==> src/pkg/slc_map.svh <==
// slc_map.svh: offsets, field positions, reset values and timing counts
`ifndef SLC_MAP_SVH
`define SLC_MAP_SVH
// ==========================================================================
// register byte offsets
`define SLC_OFS_CTRL    8'h00
`define SLC_OFS_LOCK    8'h04
`define SLC_OFS_FUSE    8'h08
// ==========================================================================
// control/status fields
`define SLC_B_IE        7
`define SLC_B_BUSY      6
`define SLC_B_RES       5
`define SLC_B_REEN      4
`define SLC_B_LSET      3
`define SLC_B_PGW       2
`define SLC_B_PGE       1
`define SLC_B_ARM       0
`define SLC_CTRL_RST    8'h00
// legal low five bit patterns of a control write
`define SLC_CODE_REEN   5'h11
`define SLC_CODE_LSET   5'h09
`define SLC_CODE_PGW    5'h05
`define SLC_CODE_PGE    5'h03
`define SLC_CODE_LOAD   5'h01
// ==========================================================================
// lock byte fields, 1 = unprogrammed
`define SLC_L_APP_WL    2
`define SLC_L_APP_RL    3
`define SLC_L_LDR_WL    4
`define SLC_L_LDR_RL    5
`define SLC_LOCK_RST    8'hFF
// ==========================================================================
// timing in clocks, reset vector, bus answers
`define SLC_ARM_CLOCKS  3'h4
`define SLC_RB_CLOCKS   3'h3
`define SLC_APP_RESET   16'h0000
`define SLC_RESP_OKAY   2'h0
`define SLC_RESP_SLVERR 2'h2
`endif

==> src/pkg/slc_pkg.sv <==
// slc_pkg: types shared by the self-programming lock control block
package slc_pkg;
    typedef logic [15:0] slc_addr_t;

    // armed store-program meaning
    typedef enum logic [2:0] {
        CMD_NONE,
        CMD_LOAD,
        CMD_PGE,
        CMD_PGW,
        CMD_LSET,
        CMD_REEN
    } slc_cmd_e;

    // store-program request from the core
    typedef struct packed {
        slc_addr_t   pc;
        slc_addr_t   z;
        logic [7:0]  r0;
    } slc_spm_s;

    // load-program request from the core
    typedef struct packed {
        slc_addr_t   pc;
        slc_addr_t   z;
    } slc_lpm_s;
endpackage

==> src/design/slc_selfprog_lock_control.sv <==
// slc_selfprog_lock_control: lock checking, control/status register, axi4-lite slave
`include "slc_map.svh"

module slc_selfprog_lock_control
(
    // clock and reset
    input  wire logic                 aclk,
    input  wire logic                 aresetn,
    // axi4-lite write channels
    input  wire logic [7:0]           awaddr,
    input  wire logic                 awvalid,
    output logic                      awready,
    input  wire logic [31:0]          wdata,
    input  wire logic [3:0]           wstrb,
    input  wire logic                 wvalid,
    output logic                      wready,
    output logic [1:0]                bresp,
    output logic                      bvalid,
    input  wire logic                 bready,
    // axi4-lite read channels
    input  wire logic [7:0]           araddr,
    input  wire logic                 arvalid,
    output logic                      arready,
    output logic [31:0]               rdata,
    output logic [1:0]                rresp,
    output logic                      rvalid,
    input  wire logic                 rready,
    // core requests
    input  wire logic                 spm_valid,
    input  wire slc_pkg::slc_spm_s    store_program_instr,
    input  wire logic                 lpm_valid,
    input  wire slc_pkg::slc_lpm_s    lpm,
    input  wire slc_pkg::slc_addr_t   exec_pc,
    input  wire logic                 gie,
    input  wire logic                 ivec_in_loader,
    input  wire logic [7:0]           flash_rdata,
    // flash engine and nonvolatile state
    input  wire logic                 flash_busy,
    input  wire logic                 page_op_start,
    input  wire slc_pkg::slc_addr_t   page_op_addr,
    input  wire logic                 chip_erase,
    input  wire logic [7:0]           fuse_low,
    input  wire logic                 boot_reset_select,
    input  wire slc_pkg::slc_addr_t   loader_base,
    input  wire slc_pkg::slc_addr_t   live_limit,
    // answers to core and flash
    output logic                      spm_done,
    output logic                      spm_denied,
    output logic                      load_strobe,
    output logic                      load_abort,
    output logic                      page_op_denied,
    output logic                      live_busy,
    output logic                      lpm_done,
    output logic                      lpm_denied,
    output logic [7:0]                lpm_data,
    output logic                      ready_irq,
    output logic                      irq_block,
    output slc_pkg::slc_addr_t        reset_vector,
    output logic [7:0]                lock_bits
);

    // ======================================================================
    // helpers
    function automatic logic in_ldr(input slc_pkg::slc_addr_t a,
                                    input slc_pkg::slc_addr_t base);
        return a >= base;
    endfunction

    function automatic slc_pkg::slc_cmd_e cmd_of(input logic [4:0] c);
        if (c == `SLC_CODE_REEN)
            return slc_pkg::CMD_REEN;
        else if (c == `SLC_CODE_LSET)
            return slc_pkg::CMD_LSET;
        else if (c == `SLC_CODE_PGW)
            return slc_pkg::CMD_PGW;
        else if (c == `SLC_CODE_PGE)
            return slc_pkg::CMD_PGE;
        else
            return slc_pkg::CMD_LOAD;
    endfunction

    // ======================================================================
    // state
    logic                 aw_got_r;
    logic                 w_got_r;
    logic [7:0]           awaddr_r;
    logic [7:0]           wdata_r;
    logic                 wstrb0_r;
    logic                 ie_r;
    logic                 busy_r;
    logic                 arm_r;
    logic [2:0]           cnt_r;
    slc_pkg::slc_cmd_e    cmd_r;
    logic                 loading_r;
    logic [7:0]           lock_r;

    // ======================================================================
    // bus decode
    wire        aw_hs   = awvalid & awready;
    wire        w_hs    = wvalid & wready;
    wire        ar_hs   = arvalid & arready;
    wire        wr_go   = aw_got_r & w_got_r;
    wire        aw_nxt  = aw_hs | (aw_got_r & ~wr_go);
    wire        w_nxt   = w_hs | (w_got_r & ~wr_go);
    wire        bv_nxt  = wr_go | (bvalid & ~bready);
    wire        rv_nxt  = ar_hs | (rvalid & ~rready);
    wire        wr_map  = awaddr_r == `SLC_OFS_CTRL || awaddr_r == `SLC_OFS_LOCK
                          || awaddr_r == `SLC_OFS_FUSE;
    wire        ctrl_wr = wr_go && awaddr_r == `SLC_OFS_CTRL && wstrb0_r;
    wire [4:0]  code    = wdata_r[4:0];
    wire        legal   = code inside {`SLC_CODE_REEN, `SLC_CODE_LSET, `SLC_CODE_PGW,
                                       `SLC_CODE_PGE, `SLC_CODE_LOAD};
    wire        arm_wr  = ctrl_wr && legal && !flash_busy;
    wire        reen_wr = arm_wr && cmd_of(code) == slc_pkg::CMD_REEN;

    // ======================================================================
    // store-program and section decode
    wire spm_ldr   = in_ldr(store_program_instr.pc, loader_base);
    wire spm_take  = spm_valid && arm_r && cnt_r != 3'h0 && spm_ldr;
    wire arm_nxt   = arm_wr | flash_busy | (arm_r & (cnt_r > 3'h1) & ~spm_take);
    wire take_reen = spm_take && cmd_r == slc_pkg::CMD_REEN && !flash_busy;
    wire take_load = spm_take && cmd_r == slc_pkg::CMD_LOAD;
    wire take_lset = spm_take && cmd_r == slc_pkg::CMD_LSET;
    wire op_ldr    = in_ldr(page_op_addr, loader_base);
    // memory lock bits 1:0 never enter these
    wire op_deny   = (!op_ldr && !lock_r[`SLC_L_APP_WL])
                     || (op_ldr && !lock_r[`SLC_L_LDR_WL]);
    wire busy_set  = page_op_start && !op_deny && page_op_addr < live_limit;
    wire busy_clr  = take_reen | take_load;

    // ======================================================================
    // load-program decode
    wire lpm_src_ldr = in_ldr(lpm.pc, loader_base);
    wire lpm_dst_ldr = in_ldr(lpm.z, loader_base);
    wire rb_win      = arm_r && cmd_r == slc_pkg::CMD_LSET
                       && cnt_r > (`SLC_ARM_CLOCKS - `SLC_RB_CLOCKS);
    wire lpm_deny    = (lpm_src_ldr && !lpm_dst_ldr && !lock_r[`SLC_L_APP_RL])
                       || (!lpm_src_ldr && lpm_dst_ldr && !lock_r[`SLC_L_LDR_RL])
                       || (busy_r && lpm.z < live_limit);
    wire [7:0] lpm_nxt = rb_win ? (lpm.z[0] ? fuse_low : lock_r)
                         : (lpm_deny ? 8'h00 : flash_rdata);
    wire pc_ldr  = in_ldr(exec_pc, loader_base);
    wire blk_nxt = (!lock_r[`SLC_L_APP_RL] && ivec_in_loader && !pc_ldr)
                   || (!lock_r[`SLC_L_LDR_RL] && !ivec_in_loader && pc_ldr);

    // ======================================================================
    // read mux
    logic [7:0] ctrl_rd;
    logic [7:0] rd_nxt;
    logic       rd_err;

    always_comb
    begin
        ctrl_rd = `SLC_CTRL_RST;
        ctrl_rd[`SLC_B_IE]   = ie_r;
        ctrl_rd[`SLC_B_BUSY] = busy_r;
        ctrl_rd[`SLC_B_RES]  = 1'b0;
        ctrl_rd[`SLC_B_REEN] = cmd_r == slc_pkg::CMD_REEN;
        ctrl_rd[`SLC_B_LSET] = cmd_r == slc_pkg::CMD_LSET;
        ctrl_rd[`SLC_B_PGW]  = cmd_r == slc_pkg::CMD_PGW;
        ctrl_rd[`SLC_B_PGE]  = cmd_r == slc_pkg::CMD_PGE;
        ctrl_rd[`SLC_B_ARM]  = arm_r;
        rd_err = 1'b0;
        if (araddr == `SLC_OFS_CTRL)
            rd_nxt = ctrl_rd;
        else if (araddr == `SLC_OFS_LOCK)
            rd_nxt = lock_r;
        else if (araddr == `SLC_OFS_FUSE)
            rd_nxt = fuse_low;
        else
        begin
            rd_nxt = 8'h00;
            rd_err = 1'b1;
        end
    end

    // ======================================================================
    // axi4-lite slave
    always_ff @(posedge aclk)
    begin
        if (!aresetn)
        begin
            aw_got_r <= 1'b0;
            w_got_r  <= 1'b0;
            awready  <= 1'b0;
            wready   <= 1'b0;
            bvalid   <= 1'b0;
            arready  <= 1'b0;
            rvalid   <= 1'b0;
        end
        else
        begin
            aw_got_r <= aw_nxt;
            w_got_r  <= w_nxt;
            awready  <= ~aw_nxt & ~bv_nxt;
            wready   <= ~w_nxt & ~bv_nxt;
            bvalid   <= bv_nxt;
            arready  <= ~rv_nxt;
            rvalid   <= rv_nxt;
        end
    end

    always_ff @(posedge aclk)
    begin
        if (!aresetn)
        begin
            awaddr_r <= 8'h00;
            wdata_r  <= 8'h00;
            wstrb0_r <= 1'b0;
            bresp    <= `SLC_RESP_OKAY;
            rdata    <= 32'h0000_0000;
            rresp    <= `SLC_RESP_OKAY;
        end
        else
        begin
            if (aw_hs)
                awaddr_r <= awaddr;
            if (w_hs)
            begin
                wdata_r  <= wdata[7:0];
                wstrb0_r <= wstrb[0];
            end
            if (wr_go)
                bresp <= wr_map ? `SLC_RESP_OKAY : `SLC_RESP_SLVERR;
            if (ar_hs)
            begin
                rdata <= {24'h00_0000, rd_nxt};
                rresp <= rd_err ? `SLC_RESP_SLVERR : `SLC_RESP_OKAY;
            end
        end
    end

    // ======================================================================
    // control/status and arming window
    always_ff @(posedge aclk)
    begin
        if (!aresetn)
        begin
            ie_r  <= 1'b0;
            arm_r <= 1'b0;
            cnt_r <= 3'h0;
            cmd_r <= slc_pkg::CMD_NONE;
        end
        else
        begin
            if (ctrl_wr)
                ie_r <= wdata_r[`SLC_B_IE];
            arm_r <= arm_nxt;
            if (arm_wr)
                cnt_r <= `SLC_ARM_CLOCKS;
            else if (spm_take)
                cnt_r <= 3'h0;
            else if (cnt_r != 3'h0)
                cnt_r <= cnt_r - 3'h1;
            if (arm_wr)
                cmd_r <= cmd_of(code);
            else if (!arm_nxt)
                cmd_r <= slc_pkg::CMD_NONE;
        end
    end

    // ======================================================================
    // busy flag, page loading, lock bits
    always_ff @(posedge aclk)
    begin
        if (!aresetn)
        begin
            busy_r    <= 1'b0;
            loading_r <= 1'b0;
        end
        else
        begin
            busy_r    <= busy_set | (busy_r & ~busy_clr);
            loading_r <= take_load | (loading_r & ~reen_wr & ~page_op_start);
        end
    end

    // nonvolatile lock bits: system reset leaves them alone
    always_ff @(posedge aclk)
    begin
        if (chip_erase)
            lock_r <= `SLC_LOCK_RST;
        else if (take_lset)
            lock_r <= lock_r & store_program_instr.r0;
    end

    // ======================================================================
    // registered answers
    always_ff @(posedge aclk)
    begin
        if (!aresetn)
        begin
            spm_done       <= 1'b0;
            spm_denied     <= 1'b0;
            load_strobe    <= 1'b0;
            load_abort     <= 1'b0;
            page_op_denied <= 1'b0;
            lpm_done       <= 1'b0;
            lpm_denied     <= 1'b0;
            lpm_data       <= 8'h00;
            ready_irq      <= 1'b0;
            irq_block      <= 1'b0;
            reset_vector   <= `SLC_APP_RESET;
        end
        else
        begin
            spm_done       <= spm_take;
            spm_denied     <= spm_valid & ~spm_take;
            load_strobe    <= take_load;
            load_abort     <= reen_wr & loading_r;
            page_op_denied <= page_op_start & op_deny;
            lpm_done       <= lpm_valid;
            lpm_denied     <= lpm_valid & ~rb_win & lpm_deny;
            if (lpm_valid)
                lpm_data <= lpm_nxt;
            ready_irq      <= ie_r & gie & ~arm_r;
            irq_block      <= blk_nxt;
            reset_vector   <= boot_reset_select ? `SLC_APP_RESET : loader_base;
        end
    end

    assign live_busy = busy_r;
    assign lock_bits = lock_r;
endmodule // slc_selfprog_lock_control

==> config.mk <==
export PLATFORM = sky130hd
export DESIGN_NAME = slc_selfprog_lock_control
export DESIGN_NICKNAME = d
export VERILOG_FILES = /design/src/pkg/slc_pkg.sv /design/src/design/slc_selfprog_lock_control.sv
export VERILOG_INCLUDE_DIRS = /design/src /design/src/pkg
export SDC_FILE = /design/constraint.sdc
export NUM_CORES = 1
export LEC_CHECK = 0
export ABC_CLOCK_PERIOD_IN_PS = 3600
export BUFFER_PORTS_ARGS = -buffer_cell sky130_fd_sc_hd__buf_2
export CAP_MARGIN = 10
export CORE_MARGIN = 2
export CORE_UTILIZATION = 47
export DETAILED_ROUTE_END_ITERATION = 10
export PLACE_DENSITY_LB_ADDON = 0.1
export SYNTH_ARGS = -nofsm -noshare
export SYNTH_HDL_FRONTEND = slang
export SYNTH_SLANG_ARGS = --single-unit
==> constraint.sdc <==
create_clock -name aclk -period 3.6 [get_ports aclk]
set_clock_uncertainty 0.15 [all_clocks]
set_input_delay 0.72 -clock aclk [delete_from_list [all_inputs] [get_ports aclk]]
set_output_delay 0.72 -clock aclk [all_outputs]
set_load 0.02 [all_outputs]
==> metrics.txt, run 1 <==
status=complete, no violations; Synth area leaders=dfxtp_1, ha_1, a21oi_1; sequential cell area=about 0.0017 mm2; total power per unit cell area=345 mW/mm2; crit path DAT=3.35 ns; Crit path depth=11; R2R depth=6; # IOs=approximately 300; fin crit share=90.9%; Clock Latency Late Sink=0.34 ns; number of global-route vias before repair=between 5000 and 6000; layout cells sized above 1=28.4%; via/cell ratio=5.33; CP max stage delay=between 0.4 and 0.5 ns; element type at the critical path end=flop; Final GP Congestion=~0.93; pins over their slew limit=0; Area Overhead vs Synth=25.8%; final setup vio count=0; clk root buf=clkbuf_16; Rows=slightly above 40; Initial Utilization=about 48%; clock buffer depth=2; reg2reg start=awaddr_r[7]; R2R setup slack=1.07 ns; Synth Cell Area=~0.0060 mm2; CP Buf/Inv Count=3; gate family responsible for the most delay along the worst path=compound AO/OA/AOI/OAI gates; Commonest cells post-synth=ha_1, dfxtp_1, a21oi_1, nand2_1, inv_1; Synth Register Bits=83; top_reg_cell synth=dfxtp_1; ys async rst share=0%; Least-Margin Pin Slew=a little under 0.8 ns; router iterations before antenna repair=4; Die H=117 um; largest net degree at the start of global routing=33; Cell variety after synth=62; CP required=around 3.7 ns; WS Path Type=input port to flop; Setup crit end=lpm_data[6]; via count=a little under 6000; # DRC=0; Max-slew headroom=47.2%; initial antenna violation count=1; top cell type's share of synthesized area=~28%; Reg clk slew, reported paths=roughly 0.06 ns; CP cell instances=buf_2, inv_1, ha_1, or4_1, a21oi_1, o31ai_1, buf_4, a31oi_1, nand3b_1, a41oi_1, nor2_1; IO Port Bufs=230; CTS Hold Buffers Added=0; slowest CP cell=or4_1; YS warnings=0; fin util=60.2%; DR WL/cell=~16 um; wirelength, routed=between 15 and 20 mm; GRT Util Overall=25.1%; fmax=306 MHz; DRT iter0 DRCs=255; final antenna-violating net count=0; # clock sinks=83; Gate Count Post-Synth=between 700 and 800; area leader, netlist=dfxtp_1; Min-Delay Path Class=flop to flop; Die X=approximately 120 um; fin nets=approximately 1300; CTS tree=done; crit path time final=around 3.3 ns; Critical Path Fanout Max=9; Remaining Overflow, GRT=0; EDFF count, synth=0; most used standard cell by instance count after synthesis=ha_1; Lkg Pwr=between 0.003 and 0.004 uW; area of the multi-input gates=between 0.003 and 0.004 mm2; CORE AREA=0.0125 mm2; CTS resizes=0; Die ar.=between 0.01 and 0.015 mm2; first-pass GRT wire length=~27 mm; Layout fillers=between 1000 and 1500; crit path from=loader_base[2]; Startpoint Class=input port; sequential area share after synthesis=between 20% and 30%; Post CTS Setup Buffer Count=0; Num CTS Buffers=9; HPWL Detailed=14.4 mm; RSZ-0062 raised after global routing=no; H-tree Lvls=3; Final Hold Fails=0; Worst R2R End=cmd_r[1]; syn_area_per_cell=roughly 8.5 um2; Peak VDD IR=around 0.00024 V; max_cap viols=0; setup TNS=0 ns
==> worst min-delay path by stage <==
stage                            from           to  cells after the start
after floorplan           awaddr_r[6]  awaddr_r[6]                      2
after global placement    awaddr_r[7]  awaddr_r[7]                      2
after detailed placement  awaddr_r[4]  awaddr_r[4]                      2
after CTS                 awaddr_r[4]  awaddr_r[4]                      2
after global routing      awaddr_r[4]  awaddr_r[4]                      2
final                     awaddr_r[4]  awaddr_r[4]                      2
==> registers in the layout, indices dropped and copies added (netlist names), 3 cells and up <==
signal        flops
wdata_r           6
lpm_data          8
rdata             8
awaddr_r          8
reset_vector     16
cmd_r             3
lock_bits         8
cnt_r             3
==> kinds of logic (layout without fill, tap and decap cells) <==
kind of cell,Yosys count,after routing,share of synthesized area [%]
flops,83,83,27.7
fa+ha+maj,114,114,23.8
simple gates,210,210,18.7
xor+xnor,4,4,0.585
mux,12,12,2.03
other cells,1,27,0.0626
compound gates,183,183,19.3
buf+inv,98,304,7.85
==> through the flow <==
stage | worst slack (ns) | instance area (um2) | cells | hold WS [ns] | total power [uW]
3_3_place_gp | 0.0377 | 7230 | 1092 | 0.289 | 1680
5_1_grt | 0.168 | 7540 | 1109 | 0.335 | 2760
2_1_floorplan | 0.799 | 6090 | 730 | 0.281 | 1480
4_1_cts | 0.341 | 7530 | 1108 | 0.304 | 2620
6_report | 0.329 | 7540 | 1109 | 0.302 | 2600
3_5_place_dp | -0.00927 | 7230 | 1092 | 0.295 | 1710
==> routing by layer <==
metal  track usage, %  wire [um]  vias up
met5                0          0        -
met4             10.1        497        0
met3             6.69       1240       34
met2             44.9       8410      198
met1             28.2       7200     2700
li1                 -          -     2976
==> area by class of cell <==
type | instances | area share [%]
Clock buffer | 12 | 3.54
Timing Repair Buffer | 239 | 16.2
Multi-Input combinational cell | 549 | 52.5
Sequential cell | 83 | 22.0
Inverter | 49 | 2.44
Tap cell | 172 | 2.86
Clock inverter | 4 | 0.448
Antenna cell | 1 | 0.0332
==> report_power, final <==
| group | total, uW | internal [uW] | leakage [uW] | switching, uW |
|---|---|---|---|---|
| registers | 1000 | 968 | 0.000679 | 36.4 |
| clock network | 909 | 528 | 0.000145 | 381 |
| logic | 689 | 301 | 0.00298 | 388 |
| total | 2600 | 1800 | 0.00381 | 805 |
==> layout by cell type, fill, tap and decap left out, types with 3 or more instances in the layout <==
master	count
a31oi_1	5
nor2_1	37
inv_1	48
ha_1	113
nor4_1	3
nand4_1	16
o2111ai_1	3
o21a_1	6
a21o_1	12
a21oi_1	65
clkinv_4	3
dfxtp_1	83
o22ai_1	4
mux2i_1	11
nand2_1	52
nand3_1	13
clkbuf_8	3
a41oi_1	9
nor3_1	31
or3_1	3
and2_1	8
o22a_1	8
xnor2_1	3
clkbuf_16	9
nor2b_1	9
a211oi_1	10
buf_4	9
or4_1	7
nand2b_1	12
buf_2	230
o21ai_0	40
conb_1	26
and3_1	4
o211ai_1	5
==> worst reg2reg max path: cells and delay by family, from the launching register on <==
kind | cells | cell delay (ns)
AND/OR/NAND/NOR | 4 | 1.56
AO/OA/AOI/OAI | 2 | 0.39
flip-flops | 1 | 0.30
Power figures use the tool's default switching activity.
==> run 2: changes to the inputs <==
--- a/config.mk
+++ b/config.mk
@@ -6,11 +6,12 @@
 export SDC_FILE = /design/constraint.sdc
 export NUM_CORES = 1
 export LEC_CHECK = 0
+export ABC_AREA = 1
 export ABC_CLOCK_PERIOD_IN_PS = 3600
 export BUFFER_PORTS_ARGS = -buffer_cell sky130_fd_sc_hd__buf_2
 export CAP_MARGIN = 10
 export CORE_MARGIN = 2
-export CORE_UTILIZATION = 47
+export CORE_UTILIZATION = 48
 export DETAILED_ROUTE_END_ITERATION = 10
 export PLACE_DENSITY_LB_ADDON = 0.1
 export SYNTH_ARGS = -nofsm -noshare
==> run 2 against run 1 <==
Utilization increased by 1.7 points. Final area increased by 4.6%. Critical path type unchanged. Sequential power about the same. Cell count increased by 14%. Global-route usage decreased by 1.4 points. Synthesized cell count increased by 23%. Clock-buffer cell count decreased by 3. Combinational power increased by 10%. Area after synthesis increased by 5.6%. First-iteration DRC count increased by 14%. Maximum frequency increased by 35%. Routed wire length decreased by 3.4%.
==> metrics.txt, run 2 <==
Peak VDD IR=0.000269 V; top cell type's share of synthesized area=26.3%; Min-Delay Path Class=flop to flop; area leader, netlist=dfxtp_1; ys async rst share=0%; Lkg Pwr=between 0.004 and 0.005 uW; EDFF count, synth=0; Max-slew headroom=58.8%; sequential cell area=0.00166 mm2; DRT iter0 DRCs=291; most used standard cell by instance count after synthesis=nand2_1; Die ar.=approximately 0.014 mm2; Cell variety after synth=46; sequential share of power=about 36%; via count=approximately 6000; P_sw=just over 900 uW; Adder-Cell Fraction of Synth Area=22.3%; top_reg_cell synth=dfxtp_1; router iterations before antenna repair=8; slowest CP cell=ha_1; area of the multi-input gates=between 0.004 and 0.005 mm2; pins over their slew limit=0; max reg flops=16; Place WS=0.837 ns; WS Path Type=input port to flop; Initial Utilization=49.7%; crit path DAT=~2.5 ns; RSZ-0062 raised after global routing=no; Comb pwr share=27.0%; largest net degree at the start of global routing=39; Final GP Congestion=between 0.8 and 0.9; CP max stage delay=0.34 ns; most frequent cells in the layout=buf_2, nand2_1, inv_1, ha_1, nor2_1; mux cell area share after synthesis=0%; CTS resizes=0; DR WL/cell=~13 um; crit path time final=about 2.4 ns; final antenna-violating net count=0; Die H=approximately 120 um; Critical Path Fanout Max=8; Area Overhead vs Synth=24.5%; post-synthesis compound-gate area fraction=around 16%; Final Hold Fails=0; CTS Hold Buffers Added=0; CORE AREA=0.0127 mm2; worst hold slack=a little under 0.3 ns; Reg clk slew, reported paths=~0.070 ns; CP Buf/Inv Count=3; Tot Pwr=between 2000 and 3000 uW; final setup vio count=0; Least-Margin Pin Slew=0.618 ns; first-pass GRT wire length=27.0 mm; Clock Latency Late Sink=0.34 ns; initial antenna violation count=1; CP required=approximately 3.7 ns; wirelength, routed=16.8 mm; worst setup margin=about 1.2 ns; number of global-route vias before repair=~5700; # clock sinks=83; total power per unit cell area=between 300 and 400 mW/mm2; CP cell instances=buf_2, inv_1, ha_1, nand2_1, nor3_2, nand3_1, nand3_1, nand2_2, inv_2, nand2_2, o21ai_0, nand2_1; Post CTS Setup Buffer Count=0; Die X=~120 um; Synth area leaders=dfxtp_1, ha_1, nand2_1; HPWL Detailed=13.9 mm; sequential area share after synthesis=between 20% and 30%; IO Port Bufs=230; # diodes=0; max_cap viols=0; Synth Cell Area=0.00633 mm2; Synth Register Bits=83; status=complete, no violations; Synth Area in Simple Gates=a little under a quarter; Net Sw Frac=32.5%; via/cell ratio=just under 5; Synth Area in XOR/XNOR=less than 1%; Startpoint Class=input port; Rows=41; main combinational cell family by area after synthesis=simple AND/OR/NAND/NOR gates; Remaining Overflow, GRT=0; clock buffer depth=2; Num CTS Buffers=9; element type at the critical path end=flop; setup TNS=0 ns; fmax=~410 MHz; Gate Count Post-Synth=~860; syn_area_per_cell=7.32 um2; H-tree Lvls=3; # IOs=between 300 and 400; internal power=roughly 1900 uW; CTS tree=done; most common cell after layout, fill and taps aside=buf_2; YS warnings=0; fin nets=1424; GRT Util Overall=23.6%; fin crit share=approximately two thirds; largest register by flop count=reset_vector; gate family responsible for the most delay along the worst path=simple AND/OR/NAND/NOR gates; Layout fillers=~1300; clk root buf=clkbuf_16; # DRC=0; Clk pwr share=between 30% and 40%; layout cells sized above 1=approximately 27%; Commonest cells post-synth=nand2_1, inv_1, ha_1, nor2_1, a21oi_1
-- run 2: area by class of cell --
cell class,instances,share of cell area (%)
tap,172,2.73
inverter,132,6.29
clock buffer,9,2.86
timing repair buffer,231,14.7
clock inverter,7,1.33
sequential,83,21.1
multi-input combinational,635,51.0
-- run 2: final timing paths --
check | from | to | slack, ns | depth (start not counted)
setup reg to reg | cnt_r[0] | lock_bits[1] | 1.69 | 10
hold reg to reg | loading_r | load_abort | 0.29 | 2
setup / recovery | loader_base[15] | lock_bits[1] | 1.18 | 12
hold / removal | loading_r | load_abort | 0.29 | 2
-- run 2: kinds of logic after synthesis --
family                     Yosys count
other                                1
DFF                                 83
xor gates and xnor gates             2
AOI/OAI and AO/OA                  180
adders and majority gates          113
buffers and inverters              171
and+or+nand+nor                    314
-- run 2: power groups by stage --
stage | combinational, uW | clock (uW) | sequential, uW
after floorplan | 499 | 0 | 1060
after global placement | 741 | 0 | 1030
after detailed placement | 758 | 0 | 1030
after CTS | 762 | 1060 | 1010
after global routing | 874 | 1090 | 1020
final | 760 | 1040 | 1010
-- run 2: worst register-to-register path, stage by stage (launching register included) --
cell and delay [ns]:
dfxtp_1 0.34, inv_1 0.09, ha_1 0.20, nand2_1 0.17, nand2_1 0.07, nor2_1 0.16
nand2_2 0.14, inv_2 0.09, nand2_2 0.13, o21ai_0 0.20, nand2_1 0.06
-- run 2: per-stage QoR --
step                cells  util (%)  cell area [um2]
floorplan             889         -             6420
global placement     1253      59.3             7550
detailed placement   1253      59.3             7550
CTS                  1269      61.9             7880
global route         1269      61.9             7880
finish               1269      61.9             7880
-- run 2: per-layer routing --
metal,share of wire [%],global-route usage [%],vias up
li1,-,-,3278
met2,45,38.7,159
met1,48,31.4,2697
met5,0.066,0,-
met4,2.1,7.59,2
met3,5.1,4.50,23
